`config.mk`:
```
export PLATFORM = sky130hd
export DESIGN_NAME = e3tx_overhead
export DESIGN_NICKNAME = d
export VERILOG_FILES = /design/src/hdl/e3tx_sync.v /design/src/hdl/e3tx_regs.v /design/src/hdl/e3tx_overhead.v
export VERILOG_INCLUDE_DIRS = /design/src /design/src/hdl
export SDC_FILE = /design/constraint.sdc
export NUM_CORES = 1
export LEC_CHECK = 0
export CAP_MARGIN = 20
export CORE_ASPECT_RATIO = 0.8
export CORE_MARGIN = 2
export CORE_UTILIZATION = 35
export CTS_CLUSTER_DIAMETER = 100
export DETAILED_ROUTE_END_ITERATION = 10
export DONT_BUFFER_PORTS = 1
export PLACE_DENSITY = 0.49
export SYNTH_ARGS = -nofsm -noshare
export SYNTH_HDL_FRONTEND = slang
export SYNTH_SLANG_ARGS = --single-unit
```
`constraint.sdc`:
```
create_clock -name core_clk -period 1.7 [get_ports core_clk]
set_input_delay 0.085 -clock core_clk [delete_from_list [all_inputs] [get_ports core_clk]]
set_output_delay 0.085 -clock core_clk [all_outputs]
set_load 0.005 [all_outputs]
```
`src/hdl/e3tx_map.vh`:
```
// Register offsets, field positions and reset values of the E3 transmit overhead block.
// Included by the register and overhead design files and the bench; definitions only.
`ifndef E3TX_MAP_VH
`define E3TX_MAP_VH

// ---------------------------------------------
// Register word indices and byte addresses (Avalon word aligned)
// ---------------------------------------------
`define E3TX_IDX_CONTROL 8'h18
`define E3TX_IDX_ERRINS 8'h1A
`define E3TX_ADDR_CONTROL 10'h060
`define E3TX_ADDR_ERRINS 10'h068
`define E3TX_ADDR_W 10

// ---------------------------------------------
// Control register fields
// ---------------------------------------------
`define E3TX_CTL_ALARM 0
`define E3TX_CTL_FGDIS 1
`define E3TX_CTL_ASEL_LO 2
`define E3TX_CTL_NSEL_LO 8
`define E3TX_CTL_MASK 16'h030F
`define E3TX_CTL_RESET 16'h0000

// ---------------------------------------------
// Error insertion register fields
// ---------------------------------------------
`define E3TX_EI_MODE 0
`define E3TX_EI_SWINS 1
`define E3TX_EI_EN 2
`define E3TX_EI_KIND_LO 3
`define E3TX_EI_MASK 16'h001F
`define E3TX_EI_RESET 16'h0000

// ---------------------------------------------
// Source select codes
// ---------------------------------------------
`define E3TX_N_ONE 2'h0
`define E3TX_N_HDLC 2'h1
`define E3TX_N_FEAC 2'h2
`define E3TX_N_ZERO 2'h3
`define E3TX_A_AUTO 2'h0
`define E3TX_A_FEAC 2'h1
`define E3TX_A_ZERO 2'h2
`define E3TX_A_ONE 2'h3

// ---------------------------------------------
// Frame layout: 10-bit alignment word, A and N bits
// ---------------------------------------------
`define E3TX_FAS_LEN 4'hC
`define E3TX_FAS_WORD 10'h3D0
`define E3TX_POS_A 4'hA
`define E3TX_POS_N 4'hB
`define E3TX_MULTI_FRAMES 3'h4

`endif

```
`src/hdl/e3tx_sync.v`:
```
// Two-flop synchroniser for one level arriving from outside the core_clk domain.
// Assumes core_clk and an asynchronous active-low reset.
`timescale 1ns/1ps
`default_nettype none

module e3tx_sync (
  input wire core_clk,
  input wire rst_n,
  input wire din,
  output wire dout
);
  reg meta_r;
  reg sync_r;

  always @(posedge core_clk or negedge rst_n) begin
    if (!rst_n) begin
      meta_r <= 1'b0;
      sync_r <= 1'b0;
    end else begin
      meta_r <= din;
      sync_r <= meta_r;
    end
  end

  assign dout = sync_r;
endmodule

`default_nettype wire

```
`src/hdl/e3tx_regs.v`:
```
// Avalon-MM slave holding the two control registers of the transmit block.
// Assumes a master that holds its request until waitrequest is low; one wait state per access.
`timescale 1ns/1ps
`default_nettype none
`include "e3tx_map.vh"

module e3tx_regs (
  input wire core_clk,
  input wire rst_n,
  input wire [9:0] avs_address,
  input wire avs_read,
  input wire avs_write,
  input wire [31:0] avs_writedata,
  input wire [3:0] avs_byteenable,
  output reg [31:0] avs_readdata,
  output wire avs_waitrequest,
  output reg [15:0] e3_tx_control_r,
  output reg [15:0] e3_tx_error_insert_r
);
  reg ack_r;
  wire req;
  wire [15:0] wmask;

  assign req = avs_read | avs_write;
  // Low only in the second cycle of a request, so every access takes two edges
  assign avs_waitrequest = req & ~ack_r;
  assign wmask = {{8{avs_byteenable[1]}}, {8{avs_byteenable[0]}}};

  always @(posedge core_clk or negedge rst_n) begin
    if (!rst_n) begin
      ack_r <= 1'b0;
      avs_readdata <= 32'h00000000;
      e3_tx_control_r <= `E3TX_CTL_RESET;
      e3_tx_error_insert_r <= `E3TX_EI_RESET;
    end else begin
      ack_r <= req & ~ack_r;
      if (req & ~ack_r & avs_read) begin
        case (avs_address)
          `E3TX_ADDR_CONTROL: avs_readdata <= {16'h0000, e3_tx_control_r};
          `E3TX_ADDR_ERRINS: avs_readdata <= {16'h0000, e3_tx_error_insert_r};
          default: avs_readdata <= 32'h00000000;
        endcase
      end
      if (req & ~ack_r & avs_write) begin
        // Reserved bits stay zero
        if (avs_address == `E3TX_ADDR_CONTROL) begin
          e3_tx_control_r <= ((e3_tx_control_r & ~wmask) | (avs_writedata[15:0] & wmask))
                             & `E3TX_CTL_MASK;
        end
        if (avs_address == `E3TX_ADDR_ERRINS) begin
          e3_tx_error_insert_r <= ((e3_tx_error_insert_r & ~wmask)
                                  | (avs_writedata[15:0] & wmask)) & `E3TX_EI_MASK;
        end
      end
    end
  end
endmodule

`default_nettype wire

```
`src/hdl/e3tx_overhead.v`:
```
// E3 transmit overhead fill, frame generation control, alarm and framing error insertion.
// Assumes a bit-serial payload on core_clk with a frame-start strobe from the mapper; overhead
// positions are counted here from that strobe; the manual insert pin is asynchronous.
`timescale 1ns/1ps
`default_nettype none
`include "e3tx_map.vh"

// How it works
// - The N bit is sent as 1, the HDLC bit, the FEAC bit or 0 for select codes 00 to 11.
// - The A bit is automatic alarm, the FEAC bit, 0 or 1 for select codes 00 to 11.
// - With both selecting FEAC, both bits carry the one FEAC stream, one bit per frame each.
// - With generation enabled, internal overhead overwrites the payload overhead positions.
// - With generation disabled, incoming overhead passes to error insertion unchanged.
// - The alarm bit forces the entire outgoing stream to all ones.
// - The error kind picks bit or word error in one frame or four consecutive frames.
// - No framing error is injected by any trigger unless insertion is enabled.
// - In software mode a rising edge of the single-insert bit injects one error.
// - Several toggles between two insertion opportunities still give only one error.
// - Triggers come from the software bit in mode 0 and the external input in mode 1.
// - Switching mode while a trigger source is high may inject an error.
// - In automatic mode the A bit is one while enabled receive alarms are present.
module e3tx_overhead (
  input wire core_clk,
  input wire rst_n,
  input wire [9:0] avs_address,
  input wire avs_read,
  input wire avs_write,
  input wire [31:0] avs_writedata,
  input wire [3:0] avs_byteenable,
  output wire [31:0] avs_readdata,
  output wire avs_waitrequest,
  input wire pay_valid,
  input wire pay_data,
  input wire pay_frame_start,
  input wire hdlc_bit,
  input wire feac_bit,
  input wire rx_los,
  input wire rx_oof,
  input wire rx_ais,
  input wire rx_lof,
  input wire rai_los_disable,
  input wire rai_oof_disable,
  input wire rai_ais_disable,
  input wire rai_lof_enable,
  input wire external_error_insert_input,
  output reg line_valid,
  output reg line_data,
  output wire hdlc_bit_take,
  output wire feac_bit_take
);
  // ---------------------------------------------
  // Registers
  // ---------------------------------------------
  wire [15:0] ctl;
  wire [15:0] eir;

  e3tx_regs u_regs (
    .core_clk(core_clk),
    .rst_n(rst_n),
    .avs_address(avs_address),
    .avs_read(avs_read),
    .avs_write(avs_write),
    .avs_writedata(avs_writedata),
    .avs_byteenable(avs_byteenable),
    .avs_readdata(avs_readdata),
    .avs_waitrequest(avs_waitrequest),
    .e3_tx_control_r(ctl),
    .e3_tx_error_insert_r(eir)
  );

  wire transmit_alarm_all_ones = ctl[`E3TX_CTL_ALARM];
  wire frame_generation_disable = ctl[`E3TX_CTL_FGDIS];
  wire [1:0] a_bit_source_select = ctl[`E3TX_CTL_ASEL_LO +: 2];
  wire [1:0] n_bit_source_select = ctl[`E3TX_CTL_NSEL_LO +: 2];
  wire manual_insert_mode_select = eir[`E3TX_EI_MODE];
  wire software_single_insert = eir[`E3TX_EI_SWINS];
  wire framing_error_insert_enable = eir[`E3TX_EI_EN];
  wire [1:0] framing_error_kind = eir[`E3TX_EI_KIND_LO +: 2];

  // ---------------------------------------------
  // Asynchronous inputs
  // ---------------------------------------------
  wire ext_sync;
  wire los_s;
  wire oof_s;
  wire ais_s;
  wire lof_s;

  e3tx_sync u_sync_ext (.core_clk(core_clk), .rst_n(rst_n),
    .din(external_error_insert_input), .dout(ext_sync));
  e3tx_sync u_sync_los (.core_clk(core_clk), .rst_n(rst_n), .din(rx_los), .dout(los_s));
  e3tx_sync u_sync_oof (.core_clk(core_clk), .rst_n(rst_n), .din(rx_oof), .dout(oof_s));
  e3tx_sync u_sync_ais (.core_clk(core_clk), .rst_n(rst_n), .din(rx_ais), .dout(ais_s));
  e3tx_sync u_sync_lof (.core_clk(core_clk), .rst_n(rst_n), .din(rx_lof), .dout(lof_s));

  // ---------------------------------------------
  // Frame position
  // ---------------------------------------------
  // Counts overhead bit positions from the frame-start strobe; stops at the end of overhead
  reg [3:0] pos_r;
  wire in_oh = pay_valid & (pay_frame_start | (pos_r < `E3TX_FAS_LEN));
  wire [3:0] pos = pay_frame_start ? 4'h0 : pos_r;

  always @(posedge core_clk or negedge rst_n) begin
    if (!rst_n) begin
      pos_r <= `E3TX_FAS_LEN;
    end else if (pay_valid) begin
      if (pay_frame_start) begin
        pos_r <= 4'h1;
      end else if (pos_r < `E3TX_FAS_LEN) begin
        pos_r <= pos_r + 4'h1;
      end
    end
  end

  // ---------------------------------------------
  // Overhead bit sources
  // ---------------------------------------------
  // The FEAC bit is held for a whole frame so N and A share one stream bit per frame
  reg feac_hold_r;
  wire n_is_feac = (n_bit_source_select == `E3TX_N_FEAC);
  wire a_is_feac = (a_bit_source_select == `E3TX_A_FEAC);
  assign feac_bit_take = pay_valid & pay_frame_start & (n_is_feac | a_is_feac);
  assign hdlc_bit_take = pay_valid & in_oh & (pos == `E3TX_POS_N)
                         & (n_bit_source_select == `E3TX_N_HDLC);

  always @(posedge core_clk or negedge rst_n) begin
    if (!rst_n) begin
      feac_hold_r <= 1'b0;
    end else if (feac_bit_take) begin
      feac_hold_r <= feac_bit;
    end
  end

  wire feac_now = pay_frame_start ? feac_bit : feac_hold_r;
  wire rai_auto = (los_s & ~rai_los_disable) | (oof_s & ~rai_oof_disable)
                  | (ais_s & ~rai_ais_disable) | (lof_s & rai_lof_enable);

  reg n_bit;
  reg a_bit;

  always @* begin
    case (n_bit_source_select)
      `E3TX_N_ONE: n_bit = 1'b1;
      `E3TX_N_HDLC: n_bit = hdlc_bit;
      `E3TX_N_FEAC: n_bit = feac_now;
      default: n_bit = 1'b0;
    endcase
    case (a_bit_source_select)
      `E3TX_A_AUTO: a_bit = rai_auto;
      `E3TX_A_FEAC: a_bit = feac_now;
      `E3TX_A_ZERO: a_bit = 1'b0;
      default: a_bit = 1'b1;
    endcase
  end

  // Sent first bit first: bit 9 leaves at position 0
  localparam [9:0] fas_pattern = `E3TX_FAS_WORD;

  function gen_bit;
    input [3:0] p;
    input nb;
    input ab;
    begin
      if (p == `E3TX_POS_A) begin
        gen_bit = ab;
      end else if (p == `E3TX_POS_N) begin
        gen_bit = nb;
      end else begin
        gen_bit = fas_pattern[4'h9 - p];
      end
    end
  endfunction

  wire framed = (in_oh & ~frame_generation_disable) ? gen_bit(pos, n_bit, a_bit)
                : pay_data;

  // ---------------------------------------------
  // Error trigger
  // ---------------------------------------------
  // Mode switch with a high source looks like an edge; software must lower both first
  reg trig_d_r;
  reg pending_r;
  wire trig_src = manual_insert_mode_select ? ext_sync : software_single_insert;
  wire trig_edge = trig_src & ~trig_d_r;

  // ---------------------------------------------
  // Error insertion over one or four frames
  // ---------------------------------------------
  reg [2:0] frames_left_r;
  reg word_r;
  wire start_err = pay_valid & pay_frame_start & pending_r & framing_error_insert_enable;
  // A running four-frame error also covers bit 0 of each later frame it spans
  wire active = pay_frame_start ? (start_err | (frames_left_r > 3'h1))
                : (frames_left_r != 3'h0);
  wire word_mode = start_err ? framing_error_kind[0] : word_r;
  wire flip = active & in_oh & (pos < 4'hA) & (word_mode | (pos == 4'h0));

  always @(posedge core_clk or negedge rst_n) begin
    if (!rst_n) begin
      trig_d_r <= 1'b0;
      pending_r <= 1'b0;
      frames_left_r <= 3'h0;
      word_r <= 1'b0;
    end else begin
      trig_d_r <= trig_src;
      // Set wins over the consume; extra edges before the opportunity merge into one
      if (trig_edge & framing_error_insert_enable) begin
        pending_r <= 1'b1;
      end else if (start_err | ~framing_error_insert_enable) begin
        pending_r <= 1'b0;
      end
      if (pay_valid & pay_frame_start) begin
        if (start_err) begin
          frames_left_r <= framing_error_kind[1] ? `E3TX_MULTI_FRAMES : 3'h1;
          word_r <= framing_error_kind[0];
        end else if (frames_left_r != 3'h0) begin
          frames_left_r <= frames_left_r - 3'h1;
        end
      end
      if (~framing_error_insert_enable) begin
        frames_left_r <= 3'h0;
      end
    end
  end

  // ---------------------------------------------
  // Line output
  // ---------------------------------------------
  always @(posedge core_clk or negedge rst_n) begin
    if (!rst_n) begin
      line_valid <= 1'b0;
      line_data <= 1'b0;
    end else begin
      line_valid <= pay_valid;
      if (pay_valid) begin
        line_data <= transmit_alarm_all_ones ? 1'b1 : (framed ^ flip);
      end
    end
  end
endmodule

`default_nettype wire

```
==> results of run 1 <==
how the worst max path moves through the flow:
stage	startpoint	endpoint	slack [ns]
2_1_floorplan	pos_r[2]	line_data	-0.02
3_3_place_gp	pos_r[2]	line_data	-0.04
3_5_place_dp	pos_r[1]	line_data	-0.03
4_1_cts	pos_r[1]	line_data	-0.04
5_1_grt	pos_r[2]	line_data	-0.15
6_report	pos_r[2]	line_data	-0.07
cell type report:
| class | instances | area (um2) | share of cell area (%) |
|---|---|---|---|
| Inverter | 10 | 37.5 | 1.46 |
| Tap cell | 81 | 101 | 3.95 |
| Timing Repair Buffer | 27 | 268 | 10.4 |
| Clock inverter | 1 | 30.0 | 1.17 |
| Clock buffer | 7 | 76.3 | 2.97 |
| Multi-Input combinational cell | 155 | 1000 | 39.0 |
| Sequential cell | 42 | 1050 | 41.0 |
worst reg2reg max path: stages (launching register included):
cell      delay (ns)
dfstp_2         0.56
nand2b_4        0.07
ha_1            0.27
o221a_2         0.19
o21ai_2         0.06
a311oi_2        0.28
xnor2_1         0.14
a31oi_1         0.09
power by group through the flow:
stage               clock network, W  logic (W)  registers (W)
finish                      0.000788   0.000562        0.00114
detailed placement                 0   0.000468        0.00116
CTS                         0.000807   0.000544        0.00114
global placement                   0   0.000469        0.00116
floorplan                          0   0.000373        0.00116
global route                0.000855   0.000648        0.00116
timing repair:
| action | in CTS | in global routing |
|---|---|---|
| setup endpoints to repair | 2 | 2 |
| pin swaps | 0 | 2 |
| hold endpoints to repair | 64 | 2 |
| gates resized for setup | 2 | 7 |
per-layer routing:
| metal | track usage (%) | part of all wire [%] |
|---|---|---|
| met5 | 0 | 0 |
| met4 | 4.48 | 0.90 |
| met3 | 4.15 | 8.1 |
| met2 | 20.3 | 42 |
| met1 | 19.0 | 49 |
cell families (layout without fill, tap and decap cells):
logic type	after synthesis	after routing	share of synthesized area (%)
fa+ha+maj	6	6	3.46
buf+inv	40	45	11.8
compound gates	40	40	11.9
simple gates	70	70	17.1
mux	12	12	6.22
flops	42	42	48.5
other cells	1	25	0.173
xor+xnor	2	2	0.807
placed cells by master (no fill, tap or decap), drive strengths merged, types with 3 or more instances in the layout:
cell type / instances
nand3: 3
and2: 3
nand2: 21
nand3b: 3
buf: 9
dlygate4sd3: 18
mux2: 12
nand2b: 6
clkbuf: 7
o21ai: 18
dfrtp: 40
ha: 6
a22oi: 4
nor2: 12
inv: 10
conb: 25
nor2b: 9
nor3b: 3
a21oi: 5
and3: 3
metrics by stage:
step                      setup TNS (ns)  instances  hold WS, ns  utilization (%)  setup WS [ns]
after floorplan                  -0.0179        237       -0.211                -        -0.0179
after global placement           -0.0423        296       -0.210             37.1        -0.0423
after detailed placement         -0.0268        296       -0.209             37.1        -0.0268
after CTS                        -0.0753        323       -0.192             42.5        -0.0407
after global routing              -0.147        323       -0.197             43.2         -0.147
final                            -0.0719        323       -0.183             43.2        -0.0719
==> metrics.md, run 1 <==
| Metric | Value |
|---|---|
| Antenna Nets Post-Route | `0` |
| Root Buffer | `clkbuf_8` |
| Element type at the critical path start | `flop` |
| Top-count cell post-synth | `dfrtp_1` |
| Full die area | `6850 um2` |
| Hold Path Sink | `line_valid` |
| Post-synth top area share | `46.1%` |
| Flops & latches, synth | `42` |
| Hold_ws | `-0.183 ns` |
| Vias in the first global route | `1440` |
| Most frequent cells after synthesis | `dfrtp_1, buf_4, nand2_1, o21ai_0, mux2_2` |
| Asr flop ratio synth | `100%` |
| Sw Ratio | `27.5%` |
| Placed instance area | `2200 um2` |
| Register share of total power | `45.8%` |
| Final Max Tran Viols | `0` |
| Logic pwr share | `22.6%` |
| Minimum clock period | `1.77 ns` |
| Grt ovf | `0` |
| Worst path cell trace | `nand2b_4 -> ha_1 -> o221a_2 -> o21ai_2 -> a311oi_2 -> xnor2_1 -> a31oi_1` |
| Post-synth cell types | `44` |
| Crit-path slowest cell | `dfstp_2` |
| Largest net degree at the start of global routing | `43` |
| CTS tree | `done` |
| Crit path buffers/inverters | `0` |
| Worst EP required | `1.88 ns` |
| Worst R2R Start | `pos_r[2]` |
| Placement Rows | `25` |
| Failing checks | `hold timing, setup timing` |
| Area delta synth->final | `18.3%` |
| Clock Latency Late Sink | `0.30 ns` |
| Detailed-placement wirelength estimate | `3160 um` |
| Total inserted antenna cells | `0` |
| Post-Syn Area | `2170 um2` |
| Initial Util | `36.5%` |
| Num ports | `101` |
| Power Total | `0.00249 W` |
| Hold-fix buffers at CTS | `19` |
| RSZ-0062 raised after global routing | `yes` |
| Final Setup Violations | `1` |
| Core Area | `5940 um2` |
| Initial antenna violation count | `0` |
| Max Cap Violations | `0` |
| Arr. time, crit path | `1.95 ns` |
| R2R cell count | `7` |
| Nets@finish | `311` |
| Die Ht | `74.4 um` |
| Vias | `1470` |
| # clock sinks | `42` |
| Final WS setup | `-0.0719 ns` |
| Avg Inst Size Synth | `10.2 um2` |
| Clock network fraction of total power | `31.6%` |
| Pint | `0.00181 W` |
| Status | `finished with violations` |
| DR DRC count | `0` |
| Layout fillers | `604` |
| Top post-synthesis cells by area | `dfrtp_1, buf_4, mux2_2` |
| First-pass GRT wire length | `7100 um` |
| Iter 0 DRT Violations | `66` |
| NetSw | `0.000687 W` |
| Reg2reg end | `line_data` |
| Hold Crit Class | `input pin to flop` |
| Top Family by Delay on Critical Path | `compound AO/OA/AOI/OAI gates` |
| Hold Crit Start | `pay_valid` |
| CTS buffer count | `5` |
| Critical path fanouts, max | `2` |
| Clock Tree Buf Depth | `2` |
| Cell Pwr Density | `971 nW/um2` |
| Pre-antenna DRT Iters | `4` |
| Post-synth EDFFs | `0` |
| Yosys top cell by area | `dfrtp_1` |
| Die Wd | `92.1 um` |
| Mapped Cells | `213` |
| Fmax | `564 MHz` |
| Post-synthesis sequential area ratio | `48.5%` |
| Average routed wire per standard cell | `13.8 um` |
| Critical path depth | `7` |
| Final Hold Viols | `2` |
| Post-CTS Setup Bufs | `0` |
| Share of cells above drive strength 1 | `16.9%` |
| Routed wire length | `4460 um` |
| CP Capture Type | `flop` |
| Setup CP Type | `flop to flop` |
| GP Congestion | `0.718` |
| Yosys warns | `0` |
| Port Buf Inserts | `0` |
| Overall global routing resource usage | `13.6%` |
| P_leak | `1.15 nW` |
| Most used DFF post-synth | `dfrtp_1` |
| Period utilization | `104%` |
| Clk_skew | `0.00939 ns` |
| Worst VDD drop | `0.479 mV` |
| Reg2Reg Setup Slack | `-0.07 ns` |
| Clock slew at reported path FFs | `0.08 ns` |
| H-tree depth | `2` |
| Finished Cell Area | `2570 um2` |
| CP max stage delay | `0.56 ns` |
| Cells on Worst Hold Path | `0` |
| Vias per std cell | `4.55` |
No activity file was read; power rests on OpenSTA's default activity.
==> inputs of run 2 (changes only) <==
- CORE_MARGIN: 2 -> default
- CTS_CLUSTER_SIZE: default -> 12
- PLACE_DENSITY: 0.49 -> 0.47
- clock period: 1.7 -> 2.2 ns (I/O delays scaled with it)
==> run 2 against run 1 <==
Against the previous run:
- largest power group unchanged
- cell area down 3.7%
- utilization down 1.6 points
- combinational power down 38%
- the run now ends clean
- maximum frequency down 8.3%
- total power down 25%
- cell count down 2.5%
- highest routed layer unchanged
==> metrics.md, run 2 (same netlist as run 1, synthesis figures left out) <==
| Metric | Value |
|---|---|
| Finished Cell Area | `2470 um2` |
| Clk_skew | `0.00560 ns` |
| Vias per std cell | `4.62` |
| Crit path buffers/inverters | `2` |
| Die Ht | `72.4 um` |
| Clock Latency Late Sink | `0.29 ns` |
| Top Family by Delay on Critical Path | `compound AO/OA/AOI/OAI gates` |
| CTS buffer count | `5` |
| Worst path cell trace | `and2b_1 -> inv_1 -> ha_1 -> inv_1 -> o221a_2 -> o21ai_0 -> a311oi_2 -> xnor2_1 -> a31oi_1` |
| Max-slew headroom | `67.0%` |
| Crit path top cell by count | `inv_1` |
| Worst EP required | `2.36 ns` |
| CP Capture Type | `flop` |
| Area delta synth->final | `13.9%` |
| Hold Crit Class | `input pin to flop` |
| Vias in the first global route | `1473` |
| Placement Rows | `25` |
| Nets@finish | `304` |
| Vias | `1456` |
| Iter 0 DRT Violations | `46` |
| Overall global routing resource usage | `14.5%` |
| H-tree depth | `2` |
| Final Setup Violations | `0` |
| Fmax | `517 MHz` |
| Clock Tree Buf Depth | `2` |
| Non-Filler Instances | `315` |
| Worst VDD drop | `0.341 mV` |
| Num ports | `101` |
| Final Max Tran Viols | `0` |
| DR DRC count | `0` |
| Port Buf Inserts | `0` |
| Initial antenna violation count | `0` |
| Max Cap Violations | `0` |
| Total inserted antenna cells | `0` |
| P_leak | `1.10 nW` |
| First-pass GRT wire length | `7290 um` |
| Critical path fanouts, max | `6` |
| Element type at the critical path start | `flop` |
| Core Area | `5940 um2` |
| Die Wd | `90.1 um` |
| CTS tree | `done` |
| Post-Place Cells | `289` |
| Routed wire length | `4290 um` |
| Antenna Nets Post-Route | `0` |
| Initial Util | `36.5%` |
| Grt ovf | `0` |
| Detailed-placement wirelength estimate | `3150 um` |
| Placed instance area | `2150 um2` |
| GP Congestion | `0.713` |
| Largest net degree at the start of global routing | `43` |
| Period utilization | `87.9%` |
| Cell Pwr Density | `752 nW/um2` |
| CP max stage delay | `0.44 ns` |
| TNS Setup | `0 ns` |
| Minimum clock period | `1.93 ns` |
| Status | `finished clean` |
| Clock slew at reported path FFs | `0.07 ns` |
| # clock sinks | `42` |
| Arr. time, crit path | `2.10 ns` |
| Final Hold Viols | `0` |
| Root Buffer | `clkbuf_8` |
| Average routed wire per standard cell | `13.6 um` |
| Worst Max-Slew Pin Slew | `0.489 ns` |
| Final core occ | `41.6%` |
| Share of cells above drive strength 1 | `12.0%` |
| Power Total | `0.00186 W` |
| Setup CP Type | `flop to flop` |
| Full die area | `6520 um2` |
| Crit-path slowest cell | `dfrtp_1` |
| Most frequent cells in the layout | `dfrtp_1, conb_1, nand2_1` |
| Pre-antenna DRT Iters | `4` |
| RSZ-0062 raised after global routing | `no` |
| Commonest non-fill, non-tap cell in the layout | `dfrtp_1` |
[run 2: cell count changes in the layout (fill, tap and decap cells not counted), sizes merged]
cell    previous run  this run
buf                9         2
clkbuf             7         6
[run 2: power breakdown]
group          internal [W]  switching [W]  total (W)
Sequential         0.000838      0.0000628   0.000901
Clock              0.000363       0.000249   0.000612
Combinational      0.000167       0.000179   0.000346
Total               0.00137       0.000491    0.00186
[run 2: final timing paths]
path	from	endpoint	slack, ns	depth (start not counted)
max	pos_r[1]	line_data	0.27	9
min reg2reg	u_sync_oof.meta_r	u_sync_oof.dout	0.35	0
min	avs_address[3]	u_regs.avs_readdata[9]	0.05	3
min in group asynchronous	rst_n	u_sync_los.meta_r	0.32	2
max reg2reg	pos_r[1]	line_data	0.27	9
max in group asynchronous	rst_n	pos_r[2]	1.62	2
[run 2: per-layer routing]
layer  vias up  part of all wire, %  GRT usage (%)
met5         -                    0              0
met4         0                  1.4           5.56
met3         7                  6.5           4.30
met2        55                   42           21.9
met1       679                   50           19.9
li1        715                    -              -
[run 2: worst min-delay path: cells and delay by family]
| family | cells | cell delay, ns |
|---|---|---|
| and+or+nand+nor | 2 | 0.13 |
| AOI/OAI and AO/OA | 1 | 0.06 |
[run 2: what timing repair did]
item / 4_1_cts / 5_1_grt
gates resized for setup: 0 / 0
hold buffers: 19 / 0
setup endpoints to repair: 0 / 0
endpoints found under the hold margin: 64 / 0
setup buffers: 0 / 0
[run 2: final cells by class]
| cell class | count | area (um2) |
|---|---|---|
| clock buffers | 6 | 82.6 |
| clock inverters | 1 | 30.0 |
| fillers | 591 | 3470 |
| inverters | 10 | 37.5 |
| multi-input cells | 155 | 952 |
| flip-flops and latches | 42 | 1050 |
| well taps | 81 | 101 |
| repair buffers | 20 | 215 |
[run 2: per-stage QoR]
stage / setup slack (ns) / hold slack [ns]
after floorplan: 0.428 / -0.186
after global placement: 0.232 / -0.185
after detailed placement: 0.271 / -0.185
after CTS: 0.245 / 0.0396
after global routing: 0.155 / 0.0613
final: 0.267 / 0.0504
